### src/inc/ilc_pkg.sv
// constants for the interval timer and line-frequency ticker
package ilc_pkg;
  // device addresses on the byte bus
  localparam logic [7:0]  ILC_TIMER_ADDR   = 8'h6c;
  localparam logic [7:0]  ILC_TICKER_ADDR  = 8'h6d;
  // clock and timebase
  localparam int          ILC_CLK_PERIOD_NS = 100;
  localparam int          ILC_TB_PERIOD_NS  = 1000;
  localparam int          ILC_TB_DIV        = ILC_TB_PERIOD_NS / ILC_CLK_PERIOD_NS;
  localparam logic [3:0]  ILC_TB_LAST       = 4'(ILC_TB_DIV - 1);
  // resolution periods in microseconds, counted in 1 us timebase ticks
  localparam int          ILC_RES0_US = 1000;
  localparam int          ILC_RES1_US = 100;
  localparam int          ILC_RES2_US = 10;
  localparam int          ILC_RES3_US = 1;
  localparam int          ILC_TB_US   = ILC_TB_PERIOD_NS / 1000;
  localparam logic [9:0]  ILC_PRE0    = 10'(ILC_RES0_US / ILC_TB_US - 1);
  localparam logic [9:0]  ILC_PRE1    = 10'(ILC_RES1_US / ILC_TB_US - 1);
  localparam logic [9:0]  ILC_PRE2    = 10'(ILC_RES2_US / ILC_TB_US - 1);
  localparam logic [9:0]  ILC_PRE3    = 10'(ILC_RES3_US / ILC_TB_US - 1);
  // field positions (bit 0 is the least significant data bit)
  localparam int          ILC_CMD_MASK_POS   = 7;
  localparam int          ILC_CMD_UNMASK_POS = 6;
  localparam int          ILC_CMD_RUN_POS    = 5;
  localparam int          ILC_STAT_OVR_POS   = 3;
  // values after reset
  localparam logic [11:0] ILC_COUNT_RST = 12'h000;
  localparam logic [7:0]  ILC_BYTE_RST  = 8'h00;
endpackage

### src/rtl/ilc_clock.sv
// interval timer and line-frequency ticker on the byte-wide i/o bus
`timescale 1ns/1ns
module ilc_clock (
  // clock and reset
  input  wire logic        clock,
  input  wire logic        rst_n,
  // i/o bus, one-cycle strobes
  input  wire logic [7:0]  devAddr,
  input  wire logic [15:0] wrData,
  input  wire logic        half,
  input  wire logic        wrStb,
  input  wire logic        rdStb,
  input  wire logic        cmdStb,
  input  wire logic        senseStb,
  input  wire logic        ackStb,
  // bus answers
  output logic      [15:0] rdData_r,
  output logic             rdValid_r,
  output logic             irqReq_r,
  output logic      [7:0]  irqDev_r,
  // pins
  input  wire logic        useExtTime,
  input  wire logic        extTime_n,
  input  wire logic        acLine
);
  import ilc_pkg::*;

  typedef struct packed {
    logic        extS1;
    logic        extS2;
    logic        extS3;
    logic        acS1;
    logic        acS2;
    logic        acS3;
    logic        selS1;
    logic        selS2;
    logic [3:0]  tbDiv;
    logic [9:0]  preCnt;
    logic [11:0] cnt;
    logic [3:0]  resSel;
    logic        running;
    logic [7:0]  bufHi;
    logic [7:0]  bufLo;
    logic        bytePos;
    logic        loadPend;
    logic        ovr;
    logic        timerQ;
    logic        timerEn;
    logic        tickQ;
    logic        tickEn;
    logic [11:0] rdSnap;
    logic [15:0] rdData;
    logic        rdValid;
    logic        irqReq;
    logic [7:0]  irqDev;
  } ilc_state_t;

  ilc_state_t st_r;
  ilc_state_t st_nxt;
  logic       timerSel;
  logic       tickSel;
  logic       tbTick;
  logic       termCnt;
  logic       startCmd;
  logic [11:0] bufCount;

  // prescaler reload for the highest-numbered resolution bit that is set
  function automatic logic [9:0] resLimit(input logic [3:0] r);
    logic [9:0] v;
    v = ILC_PRE3;
    if (r[3]) begin
      v = ILC_PRE0;
    end else if (r[2]) begin
      v = ILC_PRE1;
    end else if (r[1]) begin
      v = ILC_PRE2;
    end
    return v;
  endfunction

  assign timerSel = (devAddr == ILC_TIMER_ADDR);
  assign tickSel  = (devAddr == ILC_TICKER_ADDR);
  assign bufCount = {st_r.bufHi[3:0], st_r.bufLo};
  assign startCmd = cmdStb && timerSel && wrData[ILC_CMD_RUN_POS];

  always_comb begin
    st_nxt = st_r;
    st_nxt.extS1 = extTime_n;
    st_nxt.extS2 = st_r.extS1;
    st_nxt.extS3 = st_r.extS2;
    st_nxt.acS1 = acLine;
    st_nxt.acS2 = st_r.acS1;
    st_nxt.acS3 = st_r.acS2;
    st_nxt.selS1 = useExtTime;
    st_nxt.selS2 = st_r.selS1;
    st_nxt.rdValid = 1'b0;
    // timebase: internal divider or falling edge of external input
    if (st_r.tbDiv == ILC_TB_LAST) begin
      st_nxt.tbDiv = 4'h0;
    end else begin
      st_nxt.tbDiv = st_r.tbDiv + 4'h1;
    end
    if (st_r.selS2) begin
      tbTick = st_r.extS3 && !st_r.extS2;
    end else begin
      tbTick = (st_r.tbDiv == ILC_TB_LAST);
    end
    // prescaler and down-counter
    termCnt = 1'b0;
    if (st_r.running && tbTick) begin
      if (st_r.preCnt == 10'h000) begin
        st_nxt.preCnt = resLimit(st_r.resSel);
        if (st_r.cnt <= 12'h001) begin
          termCnt = 1'b1;
          st_nxt.cnt = bufCount;
          if (st_r.loadPend) begin
            st_nxt.running = 1'b0;
          end
        end else begin
          st_nxt.cnt = st_r.cnt - 12'h001;
        end
      end else begin
        st_nxt.preCnt = st_r.preCnt - 10'h001;
      end
    end
    // data writes, the running count is left alone
    if (wrStb && timerSel) begin
      if (half) begin
        st_nxt.bufHi = wrData[15:8];
        st_nxt.bufLo = wrData[7:0];
        st_nxt.loadPend = 1'b0;
      end else if (!st_r.bytePos) begin
        st_nxt.bufHi = wrData[7:0];
        st_nxt.loadPend = 1'b1;
        st_nxt.bytePos = 1'b1;
      end else begin
        st_nxt.bufLo = wrData[7:0];
        st_nxt.loadPend = 1'b0;
        st_nxt.bytePos = 1'b0;
      end
    end
    // data reads
    if (rdStb && timerSel) begin
      st_nxt.rdValid = 1'b1;
      if (half) begin
        st_nxt.rdData = {4'h0, st_r.cnt};
      end else if (!st_r.bytePos) begin
        st_nxt.rdSnap = st_r.cnt;
        st_nxt.rdData = {12'h000, st_r.cnt[11:8]};
        st_nxt.bytePos = 1'b1;
      end else begin
        st_nxt.rdData = {8'h00, st_r.rdSnap[7:0]};
        st_nxt.bytePos = 1'b0;
      end
    end
    if ((rdStb || senseStb) && tickSel) begin
      st_nxt.rdValid = 1'b1;
      st_nxt.rdData = 16'h0000;
    end
    if (senseStb && timerSel) begin
      st_nxt.rdValid = 1'b1;
      st_nxt.rdData = 16'h0000;
      st_nxt.rdData[ILC_STAT_OVR_POS] = st_r.ovr;
      st_nxt.ovr = 1'b0;
    end
    // commands
    if (cmdStb && timerSel) begin
      if (wrData[ILC_CMD_MASK_POS]) begin
        st_nxt.timerEn = 1'b0;
      end
      if (wrData[ILC_CMD_UNMASK_POS]) begin
        st_nxt.timerEn = 1'b1;
      end
      if (wrData[ILC_CMD_RUN_POS]) begin
        st_nxt.resSel = st_r.bufHi[7:4];
        st_nxt.running = (st_r.bufHi[7:4] != 4'h0);
        st_nxt.cnt = bufCount;
        st_nxt.preCnt = resLimit(st_r.bufHi[7:4]);
      end
    end
    if (cmdStb && tickSel) begin
      if (wrData[ILC_CMD_MASK_POS]) begin
        st_nxt.tickEn = 1'b0;
      end
      if (wrData[ILC_CMD_UNMASK_POS]) begin
        st_nxt.tickEn = 1'b1;
      end
    end
    // acknowledge goes to the highest requester and returns its address
    if (ackStb) begin
      if (st_r.timerQ && st_r.timerEn) begin
        st_nxt.timerQ = 1'b0;
        st_nxt.ovr = 1'b0;
        st_nxt.rdValid = 1'b1;
        st_nxt.rdData = {8'h00, ILC_TIMER_ADDR};
      end else if (st_r.tickQ && st_r.tickEn) begin
        st_nxt.tickQ = 1'b0;
        st_nxt.rdValid = 1'b1;
        st_nxt.rdData = {8'h00, ILC_TICKER_ADDR};
      end
    end
    // hardware sets last so a same-cycle clear never loses an event
    if (termCnt) begin
      st_nxt.timerQ = 1'b1;
      if (st_r.loadPend) begin
        st_nxt.ovr = 1'b1;
      end
    end
    if (st_r.acS2 != st_r.acS3) begin
      st_nxt.tickQ = 1'b1;
    end
    st_nxt.irqReq = (st_nxt.timerQ && st_nxt.timerEn) || (st_nxt.tickQ && st_nxt.tickEn);
    st_nxt.irqDev = (st_nxt.timerQ && st_nxt.timerEn) ? ILC_TIMER_ADDR : ILC_TICKER_ADDR;
  end

  always_ff @(posedge clock or negedge rst_n) begin
    if (!rst_n) begin
      st_r <= '0;
    end else begin
      st_r <= st_nxt;
    end
  end

  assign rdData_r  = st_r.rdData;
  assign rdValid_r = st_r.rdValid;
  assign irqReq_r  = st_r.irqReq;
  assign irqDev_r  = st_r.irqDev;

  ack_priority_a: assert property (@(posedge clock) disable iff (!rst_n)
    (ackStb && st_r.timerQ && st_r.timerEn && st_r.tickQ && st_r.tickEn)
    |=> st_r.tickQ && rdData_r == {8'h00, ILC_TIMER_ADDR})
    else $error("acknowledge did not favour the timer");
  start_load_a: assert property (@(posedge clock) disable iff (!rst_n)
    (startCmd && st_r.bufHi[7:4] != 4'h0 && !wrStb)
    |=> st_r.running && st_r.cnt == $past(bufCount) && $stable(st_r.bufLo))
    else $error("start did not load the counter");
  reload_cycle_a: assert property (@(posedge clock) disable iff (!rst_n)
    (termCnt && !startCmd) |=> st_r.timerQ && st_r.cnt == $past(bufCount))
    else $error("terminal count did not reload and queue");
  count_step_a: assert property (@(posedge clock) disable iff (!rst_n)
    ($changed(st_r.cnt) && !$past(startCmd)) |-> $past(tbTick && st_r.preCnt == 10'h000))
    else $error("count moved without a resolution period");
  overrun_stop_a: assert property (@(posedge clock) disable iff (!rst_n)
    (termCnt && st_r.loadPend && !startCmd) |=> st_r.ovr && !st_r.running ##1 !st_r.running)
    else $error("split load overrun did not stop the count");
  overrun_clear_a: assert property (@(posedge clock) disable iff (!rst_n)
    (senseStb && timerSel && !termCnt) |=> !st_r.ovr && rdValid_r)
    else $error("status read did not clear overrun");
  byte_toggle_a: assert property (@(posedge clock) disable iff (!rst_n)
    ((wrStb || rdStb) && timerSel && !half) |=> st_r.bytePos != $past(st_r.bytePos))
    else $error("byte position did not toggle");
  ticker_quiet_a: assert property (@(posedge clock) disable iff (!rst_n)
    (rdStb && tickSel && !ackStb) |=> rdValid_r && rdData_r == 16'h0000)
    else $error("ticker read returned data");
  no_res_stop_a: assert property (@(posedge clock) disable iff (!rst_n)
    (startCmd && st_r.bufHi[7:4] == 4'h0) |=> !st_r.running)
    else $error("start without resolution kept running");
  irq_gate_a: assert property (@(posedge clock) disable iff (!rst_n)
    (ackStb && st_r.timerQ && st_r.timerEn && !termCnt
      && !(st_r.tickEn && (st_r.tickQ || st_r.acS2 != st_r.acS3)))
    |=> !irqReq_r)
    else $error("request stayed after acknowledge");
  mask_cmd_a: assert property (@(posedge clock) disable iff (!rst_n)
    (cmdStb && timerSel && wrData[ILC_CMD_MASK_POS] && !wrData[ILC_CMD_UNMASK_POS])
    |=> !st_r.timerEn)
    else $error("mask command left the timer interrupt enabled");
  unmask_cmd_a: assert property (@(posedge clock) disable iff (!rst_n)
    (cmdStb && timerSel && wrData[ILC_CMD_UNMASK_POS])
    |=> st_r.timerEn)
    else $error("unmask command left the timer interrupt disabled");
  tick_edge_a: assert property (@(posedge clock) disable iff (!rst_n)
    (st_r.acS2 != st_r.acS3)
    |=> st_r.tickQ)
    else $error("mains edge did not queue a tick");
  tick_mask_a: assert property (@(posedge clock) disable iff (!rst_n)
    (cmdStb && tickSel && wrData[ILC_CMD_MASK_POS] && !wrData[ILC_CMD_UNMASK_POS])
    |=> !st_r.tickEn)
    else $error("mask command left the ticker interrupt enabled");
  load_keeps_count_a: assert property (@(posedge clock) disable iff (!rst_n)
    (wrStb && timerSel && !(st_r.running && tbTick && st_r.preCnt == 10'h000))
    |=> $stable(st_r.cnt))
    else $error("buffer load disturbed the running count");
  count_readback_a: assert property (@(posedge clock) disable iff (!rst_n)
    (rdStb && timerSel && half)
    |=> rdValid_r && rdData_r == {4'h0, $past(st_r.cnt)} && $stable({st_r.bufHi, st_r.bufLo}))
    else $error("halfword readback returned a wrong count");
endmodule

### config.mk
export PLATFORM = sky130hd
export DESIGN_NAME = ilc_clock
export DESIGN_NICKNAME = d
export VERILOG_FILES = /design/src/inc/ilc_pkg.sv /design/src/rtl/ilc_clock.sv
export SDC_FILE = /design/constraint.sdc
export NUM_CORES = 1
export LEC_CHECK = 0
export BUFFER_PORTS_ARGS = -buffer_cell sky130_fd_sc_hd__buf_2
export CAP_MARGIN = 25
export CORE_UTILIZATION = 52
export DETAILED_ROUTE_END_ITERATION = 7
export PLACE_DENSITY = 0.84
export SETUP_SLACK_MARGIN = 0.5
export SLEW_MARGIN = 10
export SYNTH_ARGS = -nofsm -noshare
export SYNTH_HDL_FRONTEND = slang
export SYNTH_SLANG_ARGS = --single-unit
### constraint.sdc
create_clock -name clock -period 1.8 [get_ports clock]
set_input_delay 0.18 -clock clock [delete_from_list [all_inputs] [get_ports clock]]
set_output_delay 0.18 -clock clock [all_outputs]
set_load 0.05 [all_outputs]
After elaboration in Yosys (flattened, before gate mapping)
Cells that the tools add are included.
{"block": "totals", "out_inout_bits": 26, "word_cells": 115, "in_bits": 35, "register_bits": 98}
{"block": "classes", "addsub": 3, "reduce_logical": 22, "n_lt_le_gt_ge": 1, "eq_ne": 5, "n_bitwise": 2, "n_mux": 55}
{"operator": "2-to-1 mux 17 bit", "n": 6}
{"operator": "2-to-1 mux 27 bit", "n": 2}
{"operator": "2-to-1 mux 12 bit", "n": 3}
{"operator": "2-to-1 mux 10 bit", "n": 3}
{"operator": "2-to-1 mux 1 bit", "n": 26}
{"operator": "2-to-1 mux 8 bit", "n": 3}
{"operator": "2-to-1 mux 22 bit", "n": 1}
{"operator": "equality test 8 x 7 -> 1 bit, second input constant", "n": 2}
{"operator": "2-to-1 mux 16 bit", "n": 1}
{"operator": "2-to-1 mux 7 bit", "n": 2}
{"operator": "less-or-equal comparator 12 x 1 -> 1 bit, second input constant", "n": 1}
{"operator": "logical AND 1 bit", "n": 12}
{"operator": "2-to-1 mux 4 bit", "n": 3}
{"operator": "subtractor 12 x 1 -> 12 bit, second input constant", "n": 1}
{"operator": "logical NOT 10 bit", "n": 1}
{"operator": "2-to-1 mux 2 bit", "n": 5}
{"operator": "subtractor 10 x 1 -> 10 bit, second input constant", "n": 1}
{"operator": "AND reduction 2 bit", "n": 3}
{"operator": "adder 4 x 1 -> 4 bit, second input constant", "n": 1}
{"operator": "equality test 4 bit, second input constant", "n": 1}
{"operator": "nonzero test 4 bit", "n": 1}
{"operator": "AND reduction 3 bit", "n": 1}
{"operator": "logical OR 1 bit", "n": 2}
{"operator": "!= test 2 bit, second input constant", "n": 1}
{"operator": "4 further kinds", "n": 5}

Logic depth before layout (Yosys ltp)
Gate-level depths: netlist of run 1.
{"block": "depth", "depth_word": 9, "mapped_depth": 8, "depth_no_buf": 7}

Worst setup path after synthesis of run 1
Ideal clock, no wire load.
{"block": "synth_path", "path_type": "reg2reg", "from": "register st_r[78] in the netlist's numbering", "to": "register st_r[69] in the netlist's numbering", "setup_ns": 0.126, "t_required_ns": 1.674, "path_slack_ns": -0.104, "n_path_buf": 1, "arrival_ns": 1.778, "synth_period_minus_slack_ns": 1.904, "path_stages_with_launch": 8, "cell_sequence": "dfrtp_1 > inv_1 > ha_1 > nor2b_1 > nand3_4 > o41ai_4 > buf_6 > o21ai_0"}
{"item": "from (decl)", "line_no": "ilc_clock.sv:58", "text": "ilc_state_t st_r;"}
{"item": "from (signal assigned)", "line_no": "ilc_clock.sv:220", "text": "st_r <= st_nxt;"}

==> results of run 1 <==
==> cells in the final DEF, fill, tap and decap left out, drive strengths merged, types with 2 or more instances in the layout <==
| master | instances |
|---|---|
| nor3 | 14 |
| mux2i | 18 |
| conb | 4 |
| a21o | 2 |
| dfrtp | 89 |
| nor2 | 30 |
| o21ai | 27 |
| and2 | 6 |
| a21oi | 26 |
| nand2b | 2 |
| or4 | 3 |
| mux2 | 22 |
| nor4b | 2 |
| a31oi | 4 |
| nand2 | 44 |
| a221o | 2 |
| and4bb | 2 |
| a22o | 3 |
| buf | 149 |
| dlygate4sd3 | 4 |
| xnor2 | 13 |
| ha | 5 |
| nand3 | 15 |
| and3 | 3 |
| nand4b | 3 |
| o211ai | 3 |
| nor2b | 4 |
| nand4 | 3 |
| clkbuf | 10 |
| and3b | 3 |
| or3 | 3 |
| nor4 | 12 |
| a31o | 2 |
| inv | 14 |
| a221oi | 2 |
==> cell families (layout without fill, tap and decap cells) <==
| logic type | Yosys count | count (layout) | share of synthesized area, % |
|---|---|---|---|
| AOI/OAI and AO/OA | 79 | 80 | 11.4 |
| other | 2 | 4 | 0.169 |
| buffers and inverters | 48 | 179 | 6.55 |
| DFF | 89 | 89 | 50.0 |
| muxes | 40 | 40 | 9.61 |
| adders and majority gates | 5 | 5 | 1.41 |
| and+or+nand+nor | 151 | 151 | 18.3 |
| xor gates and xnor gates | 13 | 13 | 2.56 |
==> per-stage QoR <==
stage | cell area, um2 | TNS (ns) | hold WS, ns | utilization, %
detailed placement | 5250 | -0.415 | 0.131 | 63.5
floorplan | 4730 | 0 | -0.116 | -
global route | 6330 | -4.16 | 0.0442 | 76.7
global placement | 5250 | -0.0840 | 0.126 | 63.5
CTS | 6040 | -0.0880 | 0.0442 | 73.2
finish | 6330 | -3.22 | 0.0530 | 76.7
==> final cells by class <==
type / instances / share of cell area [%]
tap: 105 / 2.07
sequential: 89 / 35.2
clock inverter: 6 / 0.751
inverter: 10 / 0.632
clock buffer: 10 / 2.02
timing repair buffer: 153 / 18.6
multi-input combinational: 293 / 40.7
==> what timing repair did <==
| action | in CTS | in global routing |
|---|---|---|
| buffers inserted | 23 | 14 |
| gates resized for setup | 99 | 36 |
| endpoints found under the hold margin | 31 | 0 |
| hold buffers | 4 | 0 |
| pin swaps | 37 | 22 |
| endpoints found under the setup margin | 59 | 63 |
| cloned | 3 | 1 |
==> synthesized netlist by cell type, types with 6 or more instances <==
library cell and n:
dfrtp_1 89, nand2_1 44, nor2_1 29, a21oi_1 24
buf_4 24, mux2_2 22, o21ai_0 22, mux2i_1 18
nand3_1 14, nor3_1 13, xnor2_1 13, inv_1 10
nor4_1 9, and2_1 6, clkbuf_1 6
==> state kept, by name, indices dropped and copies added, names as in the netlist, named ones only <==
| name | cells |
|---|---|
| st_r | 51 |
| rdData_r | 16 |
| bufCount | 12 |
| st_nxt | 5 |
| irqDev_r | 2 |
| irqReq_r | 1 |
| rdValid_r | 1 |
==> worst max-delay path by stage <==
stage	start	end	slack [ns]
after floorplan	st_r[86]	st_r[69]	0.03
after global placement	st_r[78]	st_r[61]	-0.06
after detailed placement	st_r[71]	st_r[75]	-0.06
after CTS	st_r[79]	st_r[73]	-0.03
after global routing	st_r[78]	st_r[86]	-0.35
final	st_r[78]	st_r[84]	-0.32
==> routing by layer <==
metal  part of all wire (%)  up-vias
met5                      0        -
met3                     10      111
met4                    6.2        0
li1                       -     1754
met2                     47      399
met1                     37     2126
==> power by group <==
| part | internal [mW] | switching, mW | leakage, nW |
|---|---|---|---|
| registers | 2.10 | 0.0916 | 1.13 |
| logic | 0.260 | 0.498 | 1.77 |
| clock network | 0.521 | 0.810 | 0.0881 |
| total | 2.88 | 1.40 | 2.99 |
==> results.sh, run 1 <==
export IMPL_r2r_end="st_r[84]"
export IMPL_fp_dieH_um=94.5
export IMPL_synth_cell_types=57
export IMPL_r2r_cells=6
export IMPL_gr_usage_met3_pct=6.60
export IMPL_p_leak_nw=2.99
export IMPL_critPathMaxFanout=8
export IMPL_synthFlopType="dfrtp_1"
export IMPL_overflow=0
export IMPL_critPathArrivalTime_ns=2.39
export IMPL_yosys_warnings=0
export IMPL_violations="setup timing"
export IMPL_clkSlewWorstSetupHoldPaths_ns=0.10
export IMPL_area_growth_pct=42.3
export IMPL_drv_cap=0
export IMPL_cts_root_buf="clkbuf_8"
export IMPL_peakVddDrop_mv=0.462
export IMPL_fillers=437
export IMPL_worstHoldPathType="primary input to flip-flop"
export IMPL_cp_required_ns=2.07
export IMPL_dieArea_mm2=0.00893
export IMPL_critPathLaunchType="flip-flop"
export IMPL_grt_pass1_wl_mm=21.2
export IMPL_die_w_um=94.5
export IMPL_n_antenna_cell=0
export IMPL_vias_per_cell=6.59
export IMPL_r2r_start="st_r[78]"
export IMPL_seq_area_mm2=0.00223
export IMPL_grt_max_degree=43
export IMPL_io_pins=61
export IMPL_grt_met1_usage_pct=41.5
export IMPL_fmax_mhz=472
export IMPL_use_met2_pct=52.1
export IMPL_finalClockSkew_ns=0.0148
export IMPL_start_util_pct=53.9
export IMPL_synth_top_area_share_pct=50.0
export IMPL_fin_nets=596
export IMPL_cp_buffers_inverters=1
export IMPL_grt_pass1_vias=4046
export IMPL_stdcell_count=666
export IMPL_drtAntennaViolNets=0
export IMPL_synth_avg_cell_area_um2=10.4
export IMPL_final_min_clock_period_ns=2.12
export IMPL_crit_cells=6
export IMPL_worstHoldStart="wrData[3]"
export IMPL_dp_cells=605
export IMPL_finalWorstSetupSlack_ns=-0.319
export IMPL_drt_wl_total_mm=16.0
export IMPL_cts_buffer_depth=2
export IMPL_track_usage_pct=32.0
export IMPL_netlist_area_mm2=0.00445
export IMPL_multi_input_area_mm2=0.00258
export IMPL_antenna_found_initial=0
export IMPL_synth_top_cell_by_area="dfrtp_1"
export IMPL_clock_latency_ns=0.38
export IMPL_critPathMaxStageDelay_ns=0.61
export IMPL_finalCritPeriodShare_pct=118
export IMPL_hold_path_end="bufCount[3]"
export IMPL_rows=33
export IMPL_outcome="finished, violations left"
export IMPL_ys_ff_latch=89
export IMPL_dr_pass1_iters=6
export IMPL_hold_path_depth=2
export IMPL_path_cells="inv_2 > ha_4 > nor2b_4 > nand2_1 > or4_1 > a31oi_1"
export IMPL_cts_buffers=9
export IMPL_cts_tree="yes"
export IMPL_io_buffer_count=57
export IMPL_power_mw=4.28
export IMPL_relSlewSlack_pct=51.2
export IMPL_rsz0062_at_grt="yes"
export IMPL_synth_enable_flop_cells=0
export IMPL_hold_viol=0
export IMPL_setup_viol=23
export IMPL_drc=0
export IMPL_fp_coreArea_mm2=0.00826
export IMPL_place_ws_ns=-0.0632
export IMPL_htreeDepth=3
export IMPL_vias=4390
export IMPL_busiest_layer="met2"
export IMPL_crit_path_end_kind="flip-flop"
export IMPL_worst_pin_slew_ns=0.725
export IMPL_seq_area_frac_synth_pct=50.0
export IMPL_cpMaxStageDelayCell="or4_1"
export IMPL_p_per_area_mw_per_mm2=675
export IMPL_critPathKind="flip-flop to flip-flop"
export IMPL_syn_inst=427
export IMPL_slew_viol_final=0
export IMPL_clock_sinks=89
export IMPL_synth_async_sr_flop_share_pct=100
export IMPL_post_dp_hpwl_mm=7.44
export IMPL_wl_per_cell_um=24.1
export IMPL_synthTopCellsByArea="dfrtp_1 50%, mux2_2 5.6%, mux2i_1 4.0%"
export IMPL_critical_path_top_delay_family="simple AND/OR/NAND/NOR gates"
export IMPL_drtIter0Drc=622
export IMPL_drive_gt1_share_pct=52.4
export IMPL_rrSetupSlack_ns=-0.32
export IMPL_place_congestion=0.916
Power figures use the tool's default switching activity.
==> inputs of run 2 (changes only) <==
--- a/config.mk
+++ b/config.mk
@@ -7,9 +7,10 @@
 export LEC_CHECK = 0
 export BUFFER_PORTS_ARGS = -buffer_cell sky130_fd_sc_hd__buf_2
 export CAP_MARGIN = 25
-export CORE_UTILIZATION = 52
+export CORE_UTILIZATION = 55
+export CTS_CLUSTER_DIAMETER = 40
 export DETAILED_ROUTE_END_ITERATION = 7
-export PLACE_DENSITY = 0.84
+export PLACE_DENSITY = 0.85
 export SETUP_SLACK_MARGIN = 0.5
 export SLEW_MARGIN = 10
 export SYNTH_ARGS = -nofsm -noshare
==> constraint.sdc (replaced) <==
create_clock -name clock -period 2.3 [get_ports clock]
set_input_delay 0.23 -clock clock [delete_from_list [all_inputs] [get_ports clock]]
set_output_delay 0.23 -clock clock [all_outputs]
set_load 0.05 [all_outputs]
==> run 2 against run 1 <==
Flip-flop and latch count unchanged; the run now ends clean; sequential power decreased by 22%; power is 24% lower; cell count fell by 8.6%; maximum frequency increased by 6.3%; setup slack better by 0.63 ns.
==> results.sh, run 2 (same netlist as run 1, synthesis figures left out) <==
export IMPL_outcome="finished clean"
export IMPL_drc=0
export IMPL_worstHoldPathType="primary input to flip-flop"
export IMPL_grt_pass1_vias=3582
export IMPL_stdcell_count=609
export IMPL_rsz0062_at_grt="yes"
export IMPL_peakVddDrop_mv=0.346
export IMPL_p_leak_nw=2.56
export IMPL_clock_latency_ns=0.37
export IMPL_antenna_found_initial=0
export IMPL_critPathMaxStageDelay_ns=0.52
export IMPL_regMostFlops="st_r"
export IMPL_share_seq_of_total_power_pct=52.4
export IMPL_wl_per_cell_um=19.1
export IMPL_fin_nets=542
export IMPL_path_cells="nor4_4 > buf_4 > nand3_4 > o41ai_4 > buf_6 > nand2_1 > o21ai_2"
export IMPL_drive_gt1_share_pct=36.1
export IMPL_io_buffer_count=57
export IMPL_rows=32
export IMPL_setup_viol=0
export IMPL_dr_pass1_iters=6
export IMPL_drtAntennaViolNets=0
export IMPL_finalWorstSetupSlack_ns=0.306
export IMPL_layout_commonest_cell="dfrtp_1"
export IMPL_drt_wl_total_mm=11.6
export IMPL_finalCritPeriodShare_pct=86.7
export IMPL_io_pins=61
export IMPL_drv_cap=0
export IMPL_worstHoldStart="wrData[0]"
export IMPL_vias_per_cell=6.23
export IMPL_cts_buffers=9
export IMPL_critPathMaxFanout=6
export IMPL_track_usage_pct=26.8
export IMPL_most_common_layout_cells="84 x dfrtp_1, 56 x buf_2, 39 x nand2_1"
export IMPL_tns_ns=0
export IMPL_post_dp_hpwl_mm=7.07
export IMPL_fillers=539
export IMPL_fp_coreArea_mm2=0.00777
export IMPL_critPathKind="flip-flop to flip-flop"
export IMPL_vias=3793
export IMPL_critPathArrivalTime_ns=2.29
export IMPL_internal_power_mw=2.29
export IMPL_worst_pin_slew_ns=0.573
export IMPL_relSlewSlack_pct=61.8
export IMPL_drtIter0Drc=422
export IMPL_cp_required_ns=2.60
export IMPL_p_per_area_mw_per_mm2=605
export IMPL_swShare_pct=29.5
export IMPL_clkSlewWorstSetupHoldPaths_ns=0.09
export IMPL_largest_reg_flops=51
export IMPL_r2r_start="st_r[85]"
export IMPL_slew_viol_final=0
export IMPL_htreeDepth=3
export IMPL_fp_dieH_um=92.0
export IMPL_cpMaxStageDelayCell="o41ai_4"
export IMPL_n_antenna_cell=0
export IMPL_clock_sinks=89
export IMPL_critPathLaunchType="flip-flop"
export IMPL_final_min_clock_period_ns=1.99
export IMPL_overflow=0
export IMPL_cts_root_buf="clkbuf_8"
export IMPL_start_util_pct=57.3
export IMPL_area_growth_pct=20.7
export IMPL_cts_tree="yes"
export IMPL_place_ws_ns=0.256
export IMPL_dieArea_mm2=0.00846
export IMPL_p_switching_mw=0.960
export IMPL_place_congestion=1.01
export IMPL_cts_buffer_depth=2
export IMPL_grt_pass1_wl_mm=17.5
export IMPL_finalClockSkew_ns=0.0113
export IMPL_fmax_mhz=502
export IMPL_grt_max_degree=47
export IMPL_pwr_share_comb_pct=13.8
export IMPL_startpoint="st_r[85]"
export IMPL_dp_cells=561
export IMPL_p_clk_share_pct=33.8
export IMPL_crit_path_end_kind="flip-flop"
export IMPL_holdWs_ns=0.0939
export IMPL_hold_viol=0
export IMPL_die_w_um=92.0
-- run 2: cell count changes in the layout (fill, tap and decap cells not counted), moves of 10 or more --
cell | previous run | this run
a21oi_1 | 14 | 24
buf_6 | 21 | 4
mux2_4 | 17 | 0
nor2_4 | 11 | 1
nand2_1 | 29 | 39
buf_4 | 65 | 34
mux2_2 | 5 | 22
nor2_1 | 18 | 29
-- run 2: final timing paths --
kind	cells after the start	slack, ns	end
max reg2reg	7	0.31	st_r[66]
max	7	0.31	st_r[66]
min reg2reg	0	0.36	st_nxt[97]
min in group asynchronous	2	0.40	st_r[87]
min	2	0.09	bufCount[0]
max in group asynchronous	3	1.28	st_r[81]
-- run 2: power groups by stage --
stage	sequential [mW]	clock, mW	combinational (mW)
floorplan	1.72	0	0.345
global route	1.71	1.16	0.480
global placement	1.72	0	0.414
finish	1.70	1.10	0.449
CTS	1.70	1.11	0.440
detailed placement	1.73	0	0.425
-- run 2: cell type report --
type,instances,area (um2),share of cell area [%]
clock buffers,9,124,2.31
clock inverters,7,76.3,1.42
inverters,10,37.5,0.699
multi-input cells,293,2130,39.7
flip-flops and latches,89,2230,41.6
well taps,102,128,2.38
repair buffers,99,641,11.9
-- run 2: stage by stage --
| stage | total power, mW | area [um2] | utilization [%] |
|---|---|---|---|
| 2_1_floorplan | 2.06 | 4470 | - |
| 3_3_place_gp | 2.14 | 4720 | 60.8 |
| 3_5_place_dp | 2.15 | 4720 | 60.8 |
| 4_1_cts | 3.25 | 5190 | 66.8 |
| 5_1_grt | 3.36 | 5370 | 69.2 |
| 6_report | 3.25 | 5370 | 69.2 |
-- run 2: timing repair --
item	in CTS	in global routing
hold buffers	4	0
setup endpoints to repair	25	34
hold endpoints to repair	46	0
cloned	2	2
resized for setup	26	31
pin swaps	7	12
setup buffers	16	8
-- run 2: critical path: cells and delay by family (launching register included) --
| kind | cells | cell delay, ns |
|---|---|---|
| DFF | 1 | 0.45 |
| and+or+nand+nor | 3 | 0.49 |
| AOI/OAI and AO/OA | 2 | 0.61 |
| buffers and inverters | 2 | 0.39 |
-- run 2: metal layers --
metal  global-route usage, %  part of all wire, %  vias up
li1                        -                    -     1648
met1                    35.3                   39     1844
met2                    42.5                   48      254
met3                    6.30                  9.0       47
met4                    11.6                  3.5        0
met5                       0                    0        -
